`config.mk`:
```
export PLATFORM = sky130hd
export DESIGN_NAME = bcp_top
export DESIGN_NICKNAME = d
export VERILOG_FILES = /design/src/design/bcp_pkg.sv /design/src/design/bcp_top.sv
export SDC_FILE = /design/constraint.sdc
export NUM_CORES = 1
export LEC_CHECK = 0
export BUFFER_PORTS_ARGS = -buffer_cell sky130_fd_sc_hd__buf_4
export CORE_MARGIN = 8
export CORE_UTILIZATION = 60
export DETAILED_ROUTE_END_ITERATION = 12
export PLACE_DENSITY = 0.8
export SYNTH_ARGS = -nofsm -noshare
export SYNTH_HDL_FRONTEND = slang
export SYNTH_SLANG_ARGS = --single-unit
```
`constraint.sdc`:
```
create_clock -name clk -period 8.85 [get_ports clk]
set_input_delay 0 -clock clk [delete_from_list [all_inputs] [get_ports clk]]
set_output_delay 0 -clock clk [all_outputs]
set_load 0.01 [all_outputs]
```
`src/design/bcp_pkg.sv`:
```
// shared constants and types for the brushless commutation and protection block
package bcp_pkg;
    localparam int CLK_PERIOD_PS = 5000;
    localparam int STOP_MIN_NS = 10000;
    localparam int STOP_MIN_CYC = (STOP_MIN_NS * 1000 + CLK_PERIOD_PS - 1) / CLK_PERIOD_PS;
    localparam int DEAD_NS = 1000;
    localparam int DEAD_CYC = (DEAD_NS * 1000 + CLK_PERIOD_PS - 1) / CLK_PERIOD_PS;
    localparam int LOCK_TIME_MS = 1540;
    localparam int LOCK_TIME_CYC = LOCK_TIME_MS * (1000000000 / CLK_PERIOD_PS);
    localparam int CLR_UNIT_MS = 5;
    localparam int CLR_UNIT_CYC = CLR_UNIT_MS * (1000000000 / CLK_PERIOD_PS);
    localparam int REV_STEPS = 3;
    // compare input and carrier are in millivolts
    localparam logic [11:0] CMP_UPPER_MV = 12'hbb8;
    localparam logic [11:0] CMP_LOWER_MV = 12'h4b0;
    localparam logic [11:0] CARRIER_STEP = 12'h004;
    localparam logic [3:0] OFS_CTRL = 4'h0;
    localparam logic [3:0] OFS_LOCK = 4'h4;
    localparam logic [3:0] OFS_CLR = 4'h8;
    localparam logic [3:0] OFS_STAT = 4'hc;
    localparam int CTRL_DIR_BIT = 0;
    localparam int CTRL_LOCK_OFF_BIT = 1;
    localparam logic [1:0] CTRL_RST = 2'h0;
    localparam int ST_LOCK_BIT = 0;
    localparam int ST_REV_BIT = 1;
    localparam int ST_UV_BIT = 2;
    localparam int ST_TSD_BIT = 3;
    localparam int ST_HALL_LSB = 4;
    localparam int ST_MODE_LSB = 8;
    typedef struct packed {
        logic [2:0] upper;
        logic [2:0] lower;
    } bcp_drive_s;
    typedef struct packed {
        logic [3:0] addr;
        logic [31:0] wdata;
        logic wr;
        logic rd;
    } bcp_bus_s;
    typedef enum logic [1:0] {MODE_STOP, MODE_DEAD, MODE_RUN, MODE_BRAKE} bcp_mode_e;
    // index {reverse, hall3, hall2, hall1}; value {upper wvu, lower wvu}
    localparam logic [15:0][5:0] COMM_TABLE = {
        6'h00, 6'h11, 6'h0c, 6'h14, 6'h0a, 6'h22, 6'h21, 6'h00,
        6'h00, 6'h0a, 6'h21, 6'h11, 6'h14, 6'h0c, 6'h22, 6'h00};
endpackage

```
`src/design/bcp_top.sv`:
```
// commutation, duty and protection logic of a three-phase brushless pre-driver
// Behaviour
// - pulse duty input low enables drive, high turns drive off.
// - compare input above upper carrier gives 0% duty, below lower gives 100%.
// - all three hall inputs high turns off all six outputs.
// - undervoltage turns off upper outputs until the detector clears.
// - no hall change within lock timeout while driving latches lock fault, upper off.
// - lock fault clears on stop held, zero duty beyond twice unit, or reset.
// - grounded lock timer node holds logic in reset, motor not driven.
// - lock protection unused also disables reverse and overheat protection.
// - reverse protection enabled only while reverse guard select is low.
// - reverse protection enabled and zero duty turns all six outputs off.
// - reversal judged when halls step backward more than 120 degrees.
// - reversal persisting one lock timeout turns all outputs off.
// - backward rotation at drive start gets one lock timeout to turn forward.
// - reverse shutdown clears on stop held, zero duty beyond twice unit, or reset.
// - thermal shutdown turns off the upper outputs.
// - direction change inserts an off interval before the new pattern.
// - brake turns all upper on, lower off, with off interval at entry and exit.
// - braking suspends current limiting and lock detection.
// - run-stop select low runs, high stops.
// - stop mode puts all six outputs in high impedance.
// - duty modulation only on upper outputs, lower follow commutation.
// - overcurrent shortens the present on-pulse.
`timescale 1ns/10ps
`default_nettype none
module bcp_top #(
    parameter int LOCK_TIMEOUT_CYC = bcp_pkg::LOCK_TIME_CYC,
    parameter int CLEAR_UNIT_CYC = bcp_pkg::CLR_UNIT_CYC,
    parameter logic [15:0][5:0] DRIVE_TABLE = bcp_pkg::COMM_TABLE
) (
    input wire logic clk,
    input wire logic rst,
    input wire bcp_pkg::bcp_bus_s bus_req,
    output logic [31:0] reg_rdata,
    input wire logic hall_phase_one,
    input wire logic hall_phase_two,
    input wire logic hall_phase_three,
    input wire logic pulse_duty_input_n,
    input wire logic [11:0] duty_compare_input,
    input wire logic run_stop_select,
    input wire logic brake_request_n,
    input wire logic reverse_guard_select_n,
    input wire logic undervoltage_sense,
    input wire logic thermal_shutdown_limit,
    input wire logic overcurrent_sense,
    input wire logic lock_timer_node_n,
    output logic upper_drive_u,
    output logic upper_drive_v,
    output logic upper_drive_w,
    output logic lower_drive_u,
    output logic lower_drive_v,
    output logic lower_drive_w,
    output logic drive_oe,
    output logic hall_composite_out
);
    import bcp_pkg::*;

    if (LOCK_TIMEOUT_CYC < 1 || CLEAR_UNIT_CYC < 1) begin : g_chk
        $error("lock timeout and clear unit must be at least one cycle");
    end

    bcp_mode_e mode_reg, mode_next;
    bcp_drive_s drv_reg, drv_next, pat;
    logic [1:0] ctrl_reg;
    logic [31:0] lock_to_reg, clr_unit_reg, rdata_next;
    logic [2:0] hall_q_reg;
    logic dir_reg, oe_reg, hcomp_reg;
    logic [11:0] carrier_reg;
    logic oc_cut_reg, lock_fault_reg, rev_fault_reg;
    logic [31:0] lock_cnt_reg, rev_cnt_reg;
    logic [32:0] zero_cnt_reg;
    logic [15:0] stop_cnt_reg, dead_cnt_reg;
    logic [1:0] back_cnt_reg;

    function automatic logic [2:0] hall_step(input logic [2:0] h);
        case (h)
            3'h1: hall_step = 3'h0;
            3'h3: hall_step = 3'h1;
            3'h2: hall_step = 3'h2;
            3'h6: hall_step = 3'h3;
            3'h4: hall_step = 3'h4;
            3'h5: hall_step = 3'h5;
            default: hall_step = 3'h7;
        endcase
    endfunction

    // hall decode
    wire [2:0] hall = {hall_phase_three, hall_phase_two, hall_phase_one};
    wire hall_chg = hall != hall_q_reg;
    wire hall_all = &hall;
    wire [2:0] step_now = hall_step(hall);
    wire [2:0] step_old = hall_step(hall_q_reg);
    wire step_ok = step_now != 3'h7 && step_old != 3'h7;
    wire [2:0] step_fwd = (step_old == 3'h5) ? 3'h0 : step_old + 3'h1;
    wire [2:0] step_bwd = (step_old == 3'h0) ? 3'h5 : step_old - 3'h1;
    // backward is relative to the selected direction
    wire step_back = step_ok && hall_chg && (step_now == (dir_reg ? step_fwd : step_bwd));
    wire step_ahead = step_ok && hall_chg && (step_now == (dir_reg ? step_bwd : step_fwd));
    wire rev_judged = back_cnt_reg == 2'(REV_STEPS);

    // duty generation
    wire carrier_wrap = carrier_reg >= CMP_UPPER_MV - CARRIER_STEP;
    wire [11:0] carrier_next = carrier_wrap ? CMP_LOWER_MV : carrier_reg + CARRIER_STEP;
    wire cmp_on = duty_compare_input < carrier_reg;
    wire duty_on = ~pulse_duty_input_n & cmp_on;
    wire duty_zero = pulse_duty_input_n | (duty_compare_input >= CMP_UPPER_MV);

    // protection enables
    wire kill = ~lock_timer_node_n;
    wire prot_on = ~ctrl_reg[CTRL_LOCK_OFF_BIT];
    wire rev_en = prot_on & ~reverse_guard_select_n;
    wire tsd_on = prot_on & thermal_shutdown_limit;
    wire driving = mode_reg == MODE_RUN && !duty_zero;
    wire lock_hit = lock_cnt_reg >= lock_to_reg;
    wire rev_hit = rev_cnt_reg >= lock_to_reg;
    wire stop_held = stop_cnt_reg == 16'(STOP_MIN_CYC);
    wire zero_held = zero_cnt_reg > {clr_unit_reg, 1'b0};
    wire fault_clr = stop_held | zero_held | kill;
    wire dir_in = ctrl_reg[CTRL_DIR_BIT];
    wire brake_on = ~brake_request_n;
    wire dead_done = dead_cnt_reg == 16'(DEAD_CYC - 1);

    // mode sequencing; every entry to run or brake goes through the dead interval
    always_comb begin
        mode_next = mode_reg;
        case (mode_reg)
            MODE_STOP: if (!run_stop_select) mode_next = MODE_DEAD;
            MODE_DEAD: if (dead_done) mode_next = brake_on ? MODE_BRAKE : MODE_RUN;
            MODE_RUN: if (brake_on || dir_in != dir_reg) mode_next = MODE_DEAD;
            MODE_BRAKE: if (!brake_on) mode_next = MODE_DEAD;
            default: mode_next = MODE_STOP;
        endcase
        if (run_stop_select || kill) mode_next = MODE_STOP;
    end

    // output pattern
    wire bcp_drive_s tbl = DRIVE_TABLE[{dir_reg, hall}];
    wire all_off = hall_all | (rev_en & duty_zero) | rev_fault_reg;
    wire upper_off = undervoltage_sense | tsd_on | lock_fault_reg;
    always_comb begin
        pat = '0;
        case (mode_reg)
            MODE_RUN: begin
                pat.upper = tbl.upper & {3{duty_on & ~oc_cut_reg}};
                pat.lower = tbl.lower;
            end
            MODE_BRAKE: pat.upper = 3'h7;
            default: pat = '0;
        endcase
        drv_next.upper = pat.upper & ~{3{upper_off | all_off}};
        drv_next.lower = pat.lower & ~{3{all_off}};
    end

    // register port
    wire wr_ctrl = bus_req.wr && bus_req.addr == OFS_CTRL;
    wire wr_lock = bus_req.wr && bus_req.addr == OFS_LOCK;
    wire wr_clr = bus_req.wr && bus_req.addr == OFS_CLR;
    wire [31:0] status = {22'h0, mode_reg, hall, 1'b0, tsd_on, undervoltage_sense,
                          rev_fault_reg, lock_fault_reg};
    assign rdata_next = !bus_req.rd ? 32'h0 :
                        bus_req.addr == OFS_CTRL ? {30'h0, ctrl_reg} :
                        bus_req.addr == OFS_LOCK ? lock_to_reg :
                        bus_req.addr == OFS_CLR ? clr_unit_reg :
                        bus_req.addr == OFS_STAT ? status : 32'h0;

    always_ff @(posedge clk or posedge rst) begin
        if (rst) begin
            ctrl_reg <= CTRL_RST;
            lock_to_reg <= 32'(LOCK_TIMEOUT_CYC);
            clr_unit_reg <= 32'(CLEAR_UNIT_CYC);
            reg_rdata <= 32'h0;
        end else begin
            if (wr_ctrl) ctrl_reg <= bus_req.wdata[1:0];
            if (wr_lock) lock_to_reg <= bus_req.wdata;
            if (wr_clr) clr_unit_reg <= bus_req.wdata;
            reg_rdata <= rdata_next;
        end
    end

    always_ff @(posedge clk or posedge rst) begin
        if (rst) begin
            mode_reg <= MODE_STOP;
            drv_reg <= '0;
            oe_reg <= 1'b0;
            dir_reg <= 1'b0;
            hcomp_reg <= 1'b0;
            hall_q_reg <= 3'h0;
            carrier_reg <= CMP_LOWER_MV;
            dead_cnt_reg <= 16'h0;
        end else begin
            mode_reg <= mode_next;
            drv_reg <= drv_next;
            oe_reg <= mode_next != MODE_STOP;
            hcomp_reg <= ^hall;
            hall_q_reg <= hall;
            carrier_reg <= carrier_next;
            dead_cnt_reg <= (mode_reg == MODE_DEAD) ? dead_cnt_reg + 16'h1 : 16'h0;
            // direction is taken only inside the off interval
            if (mode_reg == MODE_DEAD) dir_reg <= dir_in;
        end
    end

    // current limit: cut lasts to the next carrier period, set wins over clear
    always_ff @(posedge clk or posedge rst) begin
        if (rst) oc_cut_reg <= 1'b0;
        else oc_cut_reg <= (overcurrent_sense && mode_reg == MODE_RUN)
                           || (oc_cut_reg && !carrier_wrap && mode_reg == MODE_RUN);
    end

    // lock detection, held at zero outside driving so braking cannot accumulate
    always_ff @(posedge clk or posedge rst) begin
        if (rst) begin
            lock_cnt_reg <= 32'h0;
            lock_fault_reg <= 1'b0;
        end else begin
            if (!driving || hall_chg || !prot_on || kill) lock_cnt_reg <= 32'h0;
            else if (!lock_hit) lock_cnt_reg <= lock_cnt_reg + 32'h1;
            if (driving && prot_on && lock_hit && !kill) lock_fault_reg <= 1'b1;
            else if (fault_clr) lock_fault_reg <= 1'b0;
        end
    end

    // reverse detection and its timeout
    always_ff @(posedge clk or posedge rst) begin
        if (rst) begin
            back_cnt_reg <= 2'h0;
            rev_cnt_reg <= 32'h0;
            rev_fault_reg <= 1'b0;
        end else begin
            if (step_ahead || kill) back_cnt_reg <= 2'h0;
            else if (step_back && !rev_judged) back_cnt_reg <= back_cnt_reg + 2'h1;
            // a reversal seen before drive starts is timed from the start of drive
            // cleared while duty is zero, so a zero-duty hold can clear the fault
            if (!rev_judged || !rev_en || !driving || kill) rev_cnt_reg <= 32'h0;
            else if (!rev_hit) rev_cnt_reg <= rev_cnt_reg + 32'h1;
            if (rev_judged && rev_en && rev_hit && !kill) rev_fault_reg <= 1'b1;
            else if (fault_clr) rev_fault_reg <= 1'b0;
        end
    end

    // clear timers for the latched faults
    always_ff @(posedge clk or posedge rst) begin
        if (rst) begin
            stop_cnt_reg <= 16'h0;
            zero_cnt_reg <= 33'h0;
        end else begin
            if (!run_stop_select) stop_cnt_reg <= 16'h0;
            else if (!stop_held) stop_cnt_reg <= stop_cnt_reg + 16'h1;
            if (!duty_zero) zero_cnt_reg <= 33'h0;
            else if (!zero_held) zero_cnt_reg <= zero_cnt_reg + 33'h1;
        end
    end

    assign upper_drive_u = drv_reg.upper[0];
    assign upper_drive_v = drv_reg.upper[1];
    assign upper_drive_w = drv_reg.upper[2];
    assign lower_drive_u = drv_reg.lower[0];
    assign lower_drive_v = drv_reg.lower[1];
    assign lower_drive_w = drv_reg.lower[2];
    assign drive_oe = oe_reg;
    assign hall_composite_out = hcomp_reg;
endmodule
`default_nettype wire

```
==> results of run 1 <==
-- logic make-up (layout without fill, tap and decap cells) --
| kind of cell | Yosys count | count (layout) |
|---|---|---|
| AOI/OAI and AO/OA | 360 | 360 |
| DFF | 256 | 256 |
| xor gates and xnor gates | 45 | 45 |
| adders and majority gates | 122 | 122 |
| buffers and inverters | 168 | 323 |
| muxes | 77 | 77 |
| and+or+nand+nor | 523 | 523 |
-- metal layers --
| layer | part of all wire [%] | routed length, um |
|---|---|---|
| met1 | 41 | 16550 |
| met2 | 49 | 19370 |
| met3 | 6.5 | 2615 |
| met4 | 3.5 | 1399 |
| met5 | 0 | 0 |
-- layout make-up --
cell class	count	area, um2	share of cell area (%)
Multi-Input combinational cell	1127	8028	45.47
Sequential cell	256	6435	36.45
Timing Repair Buffer	169	1404	7.951
Clock buffer	42	804.5	4.557
Tap cell	330	412.9	2.339
Inverter	101	386.6	2.190
Clock inverter	11	185.2	1.049
-- power by group --
part	total, mW	switching (mW)	leakage (nW)	internal (mW)
Combinational	0.474	0.270	4.20	0.204
Sequential	1.35	0.0762	3.38	1.27
Clock	1.25	0.477	0.477	0.773
-- metrics by stage --
step                hold WS, ns  total power [mW]  worst slack (ns)  instance area [um2]
floorplan               0.03143             1.649             1.846                15110
global placement         0.1889             1.782             5.604                16130
detailed placement       0.1977             1.810             5.470                16130
CTS                    0.004229             3.079             5.366                17660
global route            0.04541             3.192             5.088                17660
finish                  0.03496             3.070             5.306                17660
-- critical path: cells and delay by family, from the launching register on --
family	cells	cell delay (ns)
DFF	1	0.38
buffers and inverters	1	0.09
and+or+nand+nor	4	1.78
adders and majority gates	1	0.30
AOI/OAI and AO/OA	3	0.90
-- Yosys cell counts (29+ instances only) --
library cell  instances
o31ai_1              29
and3_1               33
or3_1                40
ha_1                122
o21ai_0              74
nor2_1               88
dfrtp_1             233
nand4_1              34
mux2_2               68
clkbuf_1             45
nand3_1              72
or4_1                41
nand2_1             114
inv_1               100
a21oi_1             111
-- worst max-delay path by stage --
stage                 endpoint  slack (ns)             start
6_report       zero_cnt_reg[9]        5.31  clr_unit_reg[29]
5_1_grt        zero_cnt_reg[5]        5.09  clr_unit_reg[31]
4_1_cts        zero_cnt_reg[9]        5.37  clr_unit_reg[29]
3_5_place_dp   zero_cnt_reg[9]        5.47  clr_unit_reg[31]
3_3_place_gp   zero_cnt_reg[8]        5.60  clr_unit_reg[14]
2_1_floorplan  back_cnt_reg[0]        1.85               rst
==> flow_summary.toml, run 1 <==
[clock_tree]
cts.reportedPaths.clkPinSlew_ns = 0.06
cts_root_buf = "clkbuf_16"
cts_resized = 0
cts_setup_buffers = 0
clock_latency_ns = 0.54
numCtsBuffers = 29
ctsHtreeMaxLevel = 1
clk_path_buf_depth = 3
cts.sinks = 256
cts_hold_buf = 54
cts_tree = "done"

[worst_setup_path]
r2r_slack_ns = 5.31
rr_worst_depth = 9
crit_slowest_cell = "nor4_1"
required_ns = 9.30
crit_path_start_kind = "flip-flop"
worst_r2r_endpoint = "zero_cnt_reg[9]"
endpoint_kind = "flip-flop"
r2r_start = "clr_unit_reg[29]"
arrival_ns = 4.00
cp_slowest_stage_delay_ns = 0.66
path_class = "flip-flop to flip-flop"
path_max_fanout = 34
crit_top_cell = "a21oi_1"
cp_cell_sequence = "inv_1, ha_1, nand4_1, nor4_1, and3_1, a21oi_1, a21o_1, or4_1, a21oi_1"

[timing]
relSlewSlack_pct = 32.20
finalSetupTns_ns = 0
hold_viol_final = 0
clock_skew_ns = 0.01075
grt_setup_unrepaired = "false"
fmax_mhz = 282.1
slew_violations = 0
fin_crit_sh_pct = 40.05
finalCriticalPeriod_ns = 3.544
tightestPinTransition_ns = 1.017
setup_violations = 0

[global_route]
use_met2_pct = 44.01
grtUsageMet3_pct = 4.360
grt_overflow_total = 0
grt_max_degree = 110
grt_pass1_vias = 12860
grtUsageTotal_pct = 26.05
gr-usage-met1_pct = 33.25
antenna_found_initial = 1
grt_first_pass_wirelength_mm = 66.25
busiest_layer = "met2"

[yosys]
synth_top_area_share_pct = 38.58
synth_top_area_cell = "dfrtp_1"
synth_fp_nets = 1736
ys_seq_area_share_pct = 42.58
synthesis.area_mm2 = 0.01511
synthAdderAreaFrac_pct = 10.10
synth-async-reset-ratio_pct = 100.0
synth_top_family_by_area = "simple AND/OR/NAND/NOR gates"
synthCells = 1551
synth_edf_count = 0
synth_xor_area_share_pct = 2.608
postSynthAreaPerCell_um2 = 9.743
ys_types = 70
synth_seq_cells = 256
yosys.area_share.simple_pct = 18.75
synth-main-ff-cell = "dfrtp_1"
synthMuxAreaShare_pct = 5.663
synth_warnings = 0
synth.area.top_cells = "dfrtp_1 (39%), ha_1 (10%), mux2_2 (5.1%), dfstp_2 (4.0%), a21oi_1 (3.7%)"
synth_compound_area_share_pct = 15.91

[placement]
hpwl_mm = 27.71
place.gp.congestion = 0.8858
dpl.cell_count = 1929
numPortBuffers = 100

[power_and_ir_drop]
peakVddDrop_uv = 174.2
pwr_density_cell_mw_per_mm2 = 173.9
leakagePower_nw = 8.056

[detailed_routing]
vias = 12760
drt-pass1-iter-count = 5
ant_nets = 0
drt-initial-drc-count = 1075
drc = 0
drt-wirelength-per-cell_um = 19.62
routed_wl_mm = 39.94
vias_per_cell = 6.265

[die]
die_y_um = 174.7
ios = 103
coreArea_mm2 = 0.02496
start_util_pct = 60.54
die-width_um = 174.7
die_area_mm2 = 0.03052
num_rows = 58

[run_status]
status = "completed"

[min_path]
min_path_cells = 4
min_path_type = "input pin to flip-flop"
min_to = "zero_cnt_reg[10]"
min_from = "duty_compare_input[11]"

[cells_and_area]
n_fill_cell = 1824
diodes = 0
largest_reg_flops = 33
areaGrowthSynthToFinish_pct = 16.83
layout_commonest_cell = "dfrtp_1"
drive_gt1_share_pct = 16.18
final_cells = 2036
utilization_pct = 70.72
layout_common_cells = "dfrtp_1 (233), ha_1 (122), buf_4 (115), nand2_1 (114), a21oi_1 (110)"
nNetsFinal = 1869

[run]
cap_violations = 0
(Power assumes the default switching activity.)
==> run 2, diff against run 1 <==
--- a/config.mk
+++ b/config.mk
@@ -5,6 +5,7 @@
 export SDC_FILE = /design/constraint.sdc
 export NUM_CORES = 1
 export LEC_CHECK = 0
+export ABC_AREA = 1
 export BUFFER_PORTS_ARGS = -buffer_cell sky130_fd_sc_hd__buf_4
 export CORE_MARGIN = 8
 export CORE_UTILIZATION = 60
==> constraint.sdc (replaced) <==
create_clock -name clk -period 3.3 [get_ports clk]
set_input_delay 0 -clock clk [delete_from_list [all_inputs] [get_ports clk]]
set_output_delay 0 -clock clk [all_outputs]
set_load 0.01 [all_outputs]
==> run 2 against run 1 <==
Net effect: critical path type unchanged; setup slack lost 5.1 ns; register-to-register slack lost 5.1 ns; final area grew 5.6%; power grew to 2.6 times the previous value; critical path depth grew 2.
==> flow_summary.toml, run 2 <==
[min_path]
min_path_cells = 6
min_path_type = "input pin to flip-flop"
min_to = "upper_drive_u"
min_from = "thermal_shutdown_limit"

[die]
coreArea_mm2 = 0.02665
die-width_um = 179.8
start_util_pct = 60.39
die_y_um = 179.8
ios = 103
die_area_mm2 = 0.03232
num_rows = 60

[clock_tree]
cts_root_buf = "clkbuf_16"
cts_setup_buffers = 0
ctsHtreeMaxLevel = 1
cts.sinks = 256
numCtsBuffers = 29
clock_latency_ns = 0.56
cts_hold_buf = 55
clk_path_buf_depth = 3
cts_resized = 0
cts.reportedPaths.clkPinSlew_ns = 0.06
cts_tree = "done"

[power_and_ir_drop]
peakVddDrop_uv = 413.4
leakagePower_nw = 9.118
pwr_density_cell_mw_per_mm2 = 430.1

[yosys]
postSynthAreaPerCell_um2 = 7.705
synth_top_area_share_pct = 36.23
synth.most_common_cell = "nand2_1"
synth-main-ff-cell = "dfrtp_1"
synth_edf_count = 0
synth_warnings = 0
synth-async-reset-ratio_pct = 100.0
synth_fp_nets = 2274
synthesis.area_mm2 = 0.01610
synthCells = 2089
yosys-top-cells-count = "nand2_1 (483), inv_1 (285), dfrtp_1 (233), nor2_1 (211), a21oi_1 (131)"
ys_seq_area_share_pct = 39.98
synth_top_area_cell = "dfrtp_1"
synth_seq_cells = 256
synth.area.top_cells = "dfrtp_1 (36%), nand2_1 (11%), ha_1 (9.5%), inv_1 (6.6%), nor2_1 (4.9%)"
ys_types = 51

[detailed_routing]
drt-pass1-iter-count = 6
vias = 15080
ant_nets = 0
routed_wl_mm = 43.56
drt-initial-drc-count = 1698
drc = 0
drt-wirelength-per-cell_um = 16.74
vias_per_cell = 5.794

[cells_and_area]
final_cells = 2603
nNetsFinal = 2423
drive_gt1_share_pct = 11.59
largest_reg_flops = 33
layout_commonest_cell = "nand2_1"
utilization_pct = 69.94
areaGrowthSynthToFinish_pct = 15.80
layout_common_cells = "nand2_1 (481), inv_1 (284), dfrtp_1 (233), nor2_1 (211), a21oi_1 (131)"

[global_route]
grt_max_degree = 90
grtUsageTotal_pct = 26.57
grt_first_pass_wirelength_mm = 72.26
antenna_found_initial = 3
grt_overflow_total = 0
grt_pass1_vias = 14630

[placement]
pre_cts_slack_ns = 0.5998
hpwl_mm = 31.49
numPortBuffers = 100
dpl.cell_count = 2493
place.gp.congestion = 0.9487

[worst_setup_path]
r2r_slack_ns = 0.22
rr_worst_depth = 11
endpoint_kind = "flip-flop"
crit_path_start_kind = "flip-flop"
path_class = "flip-flop to flip-flop"
worst_r2r_endpoint = "rev_fault_reg"
r2r_start = "zero_cnt_reg[30]"
path_max_fanout = 35
required_ns = 3.74
arrival_ns = 3.52

[timing]
tightestPinTransition_ns = 1.090
fmax_mhz = 324.3
clock_skew_ns = 0.02581
finalSetupTns_ns = 0
hold_viol_final = 0
hold_slack_ns = 0.07015
slew_violations = 0
fin_crit_sh_pct = 93.44
setup_violations = 0
fin_ws_ns = 0.2163
relSlewSlack_pct = 27.07
grt_setup_unrepaired = "false"
finalCriticalPeriod_ns = 3.084

[run_status]
status = "completed"

[run]
cap_violations = 0
-- run 2: layer usage --
| layer | vias to the layer above | routed length [um] | share of wire, % | GRT usage, % |
|---|---|---|---|---|
| met5 | - | 0 | 0 | 0 |
| met4 | 0 | 1425 | 3.3 | 8.936 |
| met3 | 123 | 3134 | 7.2 | 4.214 |
| met2 | 592 | 21010 | 48 | 44.73 |
| met1 | 7199 | 17990 | 41 | 34.51 |
| li1 | 7167 | - | - | - |
-- run 2: kinds of logic (layout without fill, tap and decap cells) --
logic type | count (synthesis) | in the layout | share of synthesized area [%]
AOI/OAI and AO/OA | 317 | 317 | 10.51
xor gates and xnor gates | 49 | 49 | 2.666
adders and majority gates | 122 | 122 | 9.484
buffers and inverters | 352 | 524 | 8.916
DFF | 256 | 256 | 39.98
other | 0 | 1 | 0
and+or+nand+nor | 993 | 993 | 28.44
-- run 2: power by group --
group          internal, mW  total [mW]  switching [mW]
combinational         0.451        1.21           0.760
sequential             3.37        3.58           0.206
clock                  1.90        3.23            1.33
total                  5.72        8.02            2.29
-- run 2: stage by stage --
step	total power, mW	cell area [um2]
after floorplan	4.344	16100
after global placement	4.684	17130
after detailed placement	4.751	17130
after CTS	8.017	18640
after global routing	8.359	18640
final	8.016	18640
-- run 2: layout make-up --
type	count	area, um2
Clock inverter	9	80.08
Clock buffer	45	875.8
Tap cell	341	426.7
Multi-Input combinational cell	1481	8242
Antenna cell	1	2.502
Timing Repair Buffer	169	1444
Sequential cell	256	6435
Fill cell	2072	8011
Inverter	301	1134
-- run 2: how the worst max path moves through the flow --
stage	startpoint	endpoint	slack, ns	cells past startpoint
6_report	zero_cnt_reg[30]	rev_fault_reg	0.22	11
5_1_grt	clr_unit_reg[14]	rev_fault_reg	0.08	12
3_5_place_dp	lock_to_reg[25]	rev_cnt_reg[10]	0.60	11
3_3_place_gp	lock_to_reg[25]	rev_cnt_reg[10]	0.65	11
2_1_floorplan	rst	back_cnt_reg[0]	-0.05	1
4_1_cts	zero_cnt_reg[30]	rev_fault_reg	0.21	11
-- run 2: critical path, cell delays in order (launching register included) --
cell and delay, ns:
dfrtp_1 0.44, ha_1 0.32, nand2_1 0.11, nor4_4 0.33
nand2_2 0.13, nor3_4 0.22, nand2_2 0.11, nand3_4 0.25
nand2_8 0.27, nand3_1 0.16, nand2_1 0.06, dlygate4sd3_1 0.56
==> run 3, diff against run 2 <==
==> constraint.sdc (replaced) <==
create_clock -name clk -period 3.6 [get_ports clk]
set_input_delay 0 -clock clk [delete_from_list [all_inputs] [get_ports clk]]
set_output_delay 0 -clock clk [all_outputs]
set_load 0.01 [all_outputs]
==> run 3 against run 2 <==
Net effect: clock skew decreased by 0.016 ns; sequential power decreased by 8.1%; setup slack improved by 0.64 ns; final area decreased by 0.45%; utilization decreased by 0.31 points; register-to-register slack improved by 0.64 ns; via count decreased by 0.60%; global-route usage decreased by 0.31 points; critical endpoint is now lock_cnt_reg[14].
==> flow_summary.toml, run 3 (synthesis results as in run 2) <==
[power_and_ir_drop]
p_clk_share_pct = 40.0
comb_power_share_pct = 15.0
p_switching_mw = 2.080
peakVddDrop_uv = 399.8
switching_share_pct = 28.44
pwr_density_cell_mw_per_mm2 = 394.2
p_int_mw = 5.234
p_seq_share_pct = 45.0
leakagePower_nw = 9.067

[timing]
finalSetupTns_ns = 0
hold_slack_ns = 0.07867
slew_violations = 0
fin_ws_ns = 0.8515
setup_violations = 0
relSlewSlack_pct = 24.34
tightestPinTransition_ns = 1.131
finalCriticalPeriod_ns = 2.749
hold_viol_final = 0
fin_crit_sh_pct = 76.35
clock_skew_ns = 0.01002
fmax_mhz = 363.8
grt_setup_unrepaired = "false"

[cells_and_area]
layout_commonest_cell = "nand2_1"
diodes = 0
nNetsFinal = 2417
layout_common_cells = "nand2_1 (481), inv_1 (284), dfrtp_1 (233), nor2_1 (211), a21oi_1 (131)"
drive_gt1_share_pct = 11.40
design_area_mm2 = 0.01856
areaGrowthSynthToFinish_pct = 15.28
largest_reg_flops = 33

[die]
coreArea_mm2 = 0.02665
die_area_mm2 = 0.03232
start_util_pct = 60.39
die_y_um = 179.8
die-width_um = 179.8
ios = 103
num_rows = 60

[clock_tree]
cts_root_buf = "clkbuf_16"
clock_latency_ns = 0.54
clk_path_buf_depth = 3
cts_tree = "done"
cts.sinks = 256
ctsHtreeMaxLevel = 1
numCtsBuffers = 29
cts_resized = 0
cts.reportedPaths.clkPinSlew_ns = 0.06

[run_status]
status = "completed"

[global_route]
grtUsageTotal_pct = 26.26
grt_max_degree = 98
grt_first_pass_wirelength_mm = 71.36
grt_overflow_total = 0
antenna_found_initial = 2
grt_pass1_vias = 14500

[detailed_routing]
drt-pass1-iter-count = 6
ant_nets = 0
drt-wirelength-per-cell_um = 16.79
drt-initial-drc-count = 1637
routed_wl_mm = 43.56
drc = 0
vias = 14990
vias_per_cell = 5.776

[min_path]
min_path_type = "input pin to flip-flop"

[worst_setup_path]
arrival_ns = 3.17
required_ns = 4.02
crit_path_start_kind = "flip-flop"
path_max_fanout = 19
path_class = "flip-flop to flip-flop"
endpoint_kind = "flip-flop"

[placement]
place.gp.congestion = 0.9336
pre_cts_slack_ns = 0.8492
hpwl_mm = 31.52
numPortBuffers = 100
placed_area_mm2 = 0.01712

[run]
cap_violations = 0
run 3: changes by cell type in the layout (fill, tap and decap cells not counted):
| cell | before | now |
|---|---|---|
| buf_4 | 111 | 109 |
| clkinvlp_4 | 1 | 2 |
| clkbuf_1 | 7 | 9 |
| inv_6 | 1 | 0 |
| bufinv_16 | 1 | 3 |
| inv_8 | 1 | 0 |
| clkbuf_8 | 9 | 2 |
| diode_2 | 1 | 0 |
| dlygate4sd3_1 | 55 | 51 |
| clkinv_2 | 6 | 9 |
run 3: layer usage:
layer	GRT usage, %	routed length, um	vias to the layer above	part of all wire (%)
met5	0	0	-	0
met4	9.370	1482	0	3.4
met3	3.871	3213	123	7.4
met2	44.02	20830	628	48
met1	34.23	18030	7088	41
li1	-	-	7151	-
run 3: metrics by stage:
step	cells	util, %	total power, mW
CTS	2595	69.62	7.341
floorplan	2089	-	3.982
global route	2595	69.62	7.624
global placement	2491	64.22	4.297
detailed placement	2491	64.22	4.365
finish	2595	69.62	7.315
run 3: what timing repair did:
action | 4_1_cts | 5_1_grt
hold endpoints to repair | 142 | 0
hold buffers | 51 | 0
setup buffers | 0 | 0
run 3: final timing paths:
check                                             from  slack (ns)               end  cells past startpoint
max in group asynchronous                          rst        2.49   zero_cnt_reg[2]                      4
worst max register to register         lock_to_reg[19]        0.85  lock_cnt_reg[14]                     15
worst min register to register         dead_cnt_reg[0]        0.46   dead_cnt_reg[0]                      1
worst max-delay path                   lock_to_reg[19]        0.85  lock_cnt_reg[14]                     15
worst min-delay path            thermal_shutdown_limit        0.08     upper_drive_u                      6
min in group asynchronous                          rst        0.16     reg_rdata[11]                      3
run 3: area by class of cell:
cell class | instances | area [um2]
Timing Repair Buffer | 163 | 1389
Inverter | 301 | 1134
Tap cell | 341 | 426.7
Sequential cell | 256 | 6435
Clock inverter | 13 | 142.6
Multi-Input combinational cell | 1481 | 8242
Clock buffer | 40 | 787.0
Fill cell | 2051 | 8095
run 3: critical path: stages, from the launching register on:
cell,delay [ns]
dfstp_2,0.55
inv_1,0.08
ha_1,0.32
nand2_1,0.08
inv_1,0.05
nand2_1,0.06
nand2_1,0.04
nand2_1,0.05
a21oi_1,0.06
nor2_1,0.16
nand3_2,0.41
buf_4,0.34
nor2_1,0.17
nand3_1,0.11
nor2_1,0.10
nor2_1,0.05
run 3: power by group through the flow:
stage | clock network (mW) | logic [mW] | registers (mW)
6_report | 2.93 | 1.10 | 3.29
5_1_grt | 3.06 | 1.25 | 3.31
4_1_cts | 2.97 | 1.09 | 3.28
3_5_place_dp | 0 | 1.04 | 3.33
3_3_place_gp | 0 | 0.981 | 3.32
2_1_floorplan | 0 | 0.727 | 3.26
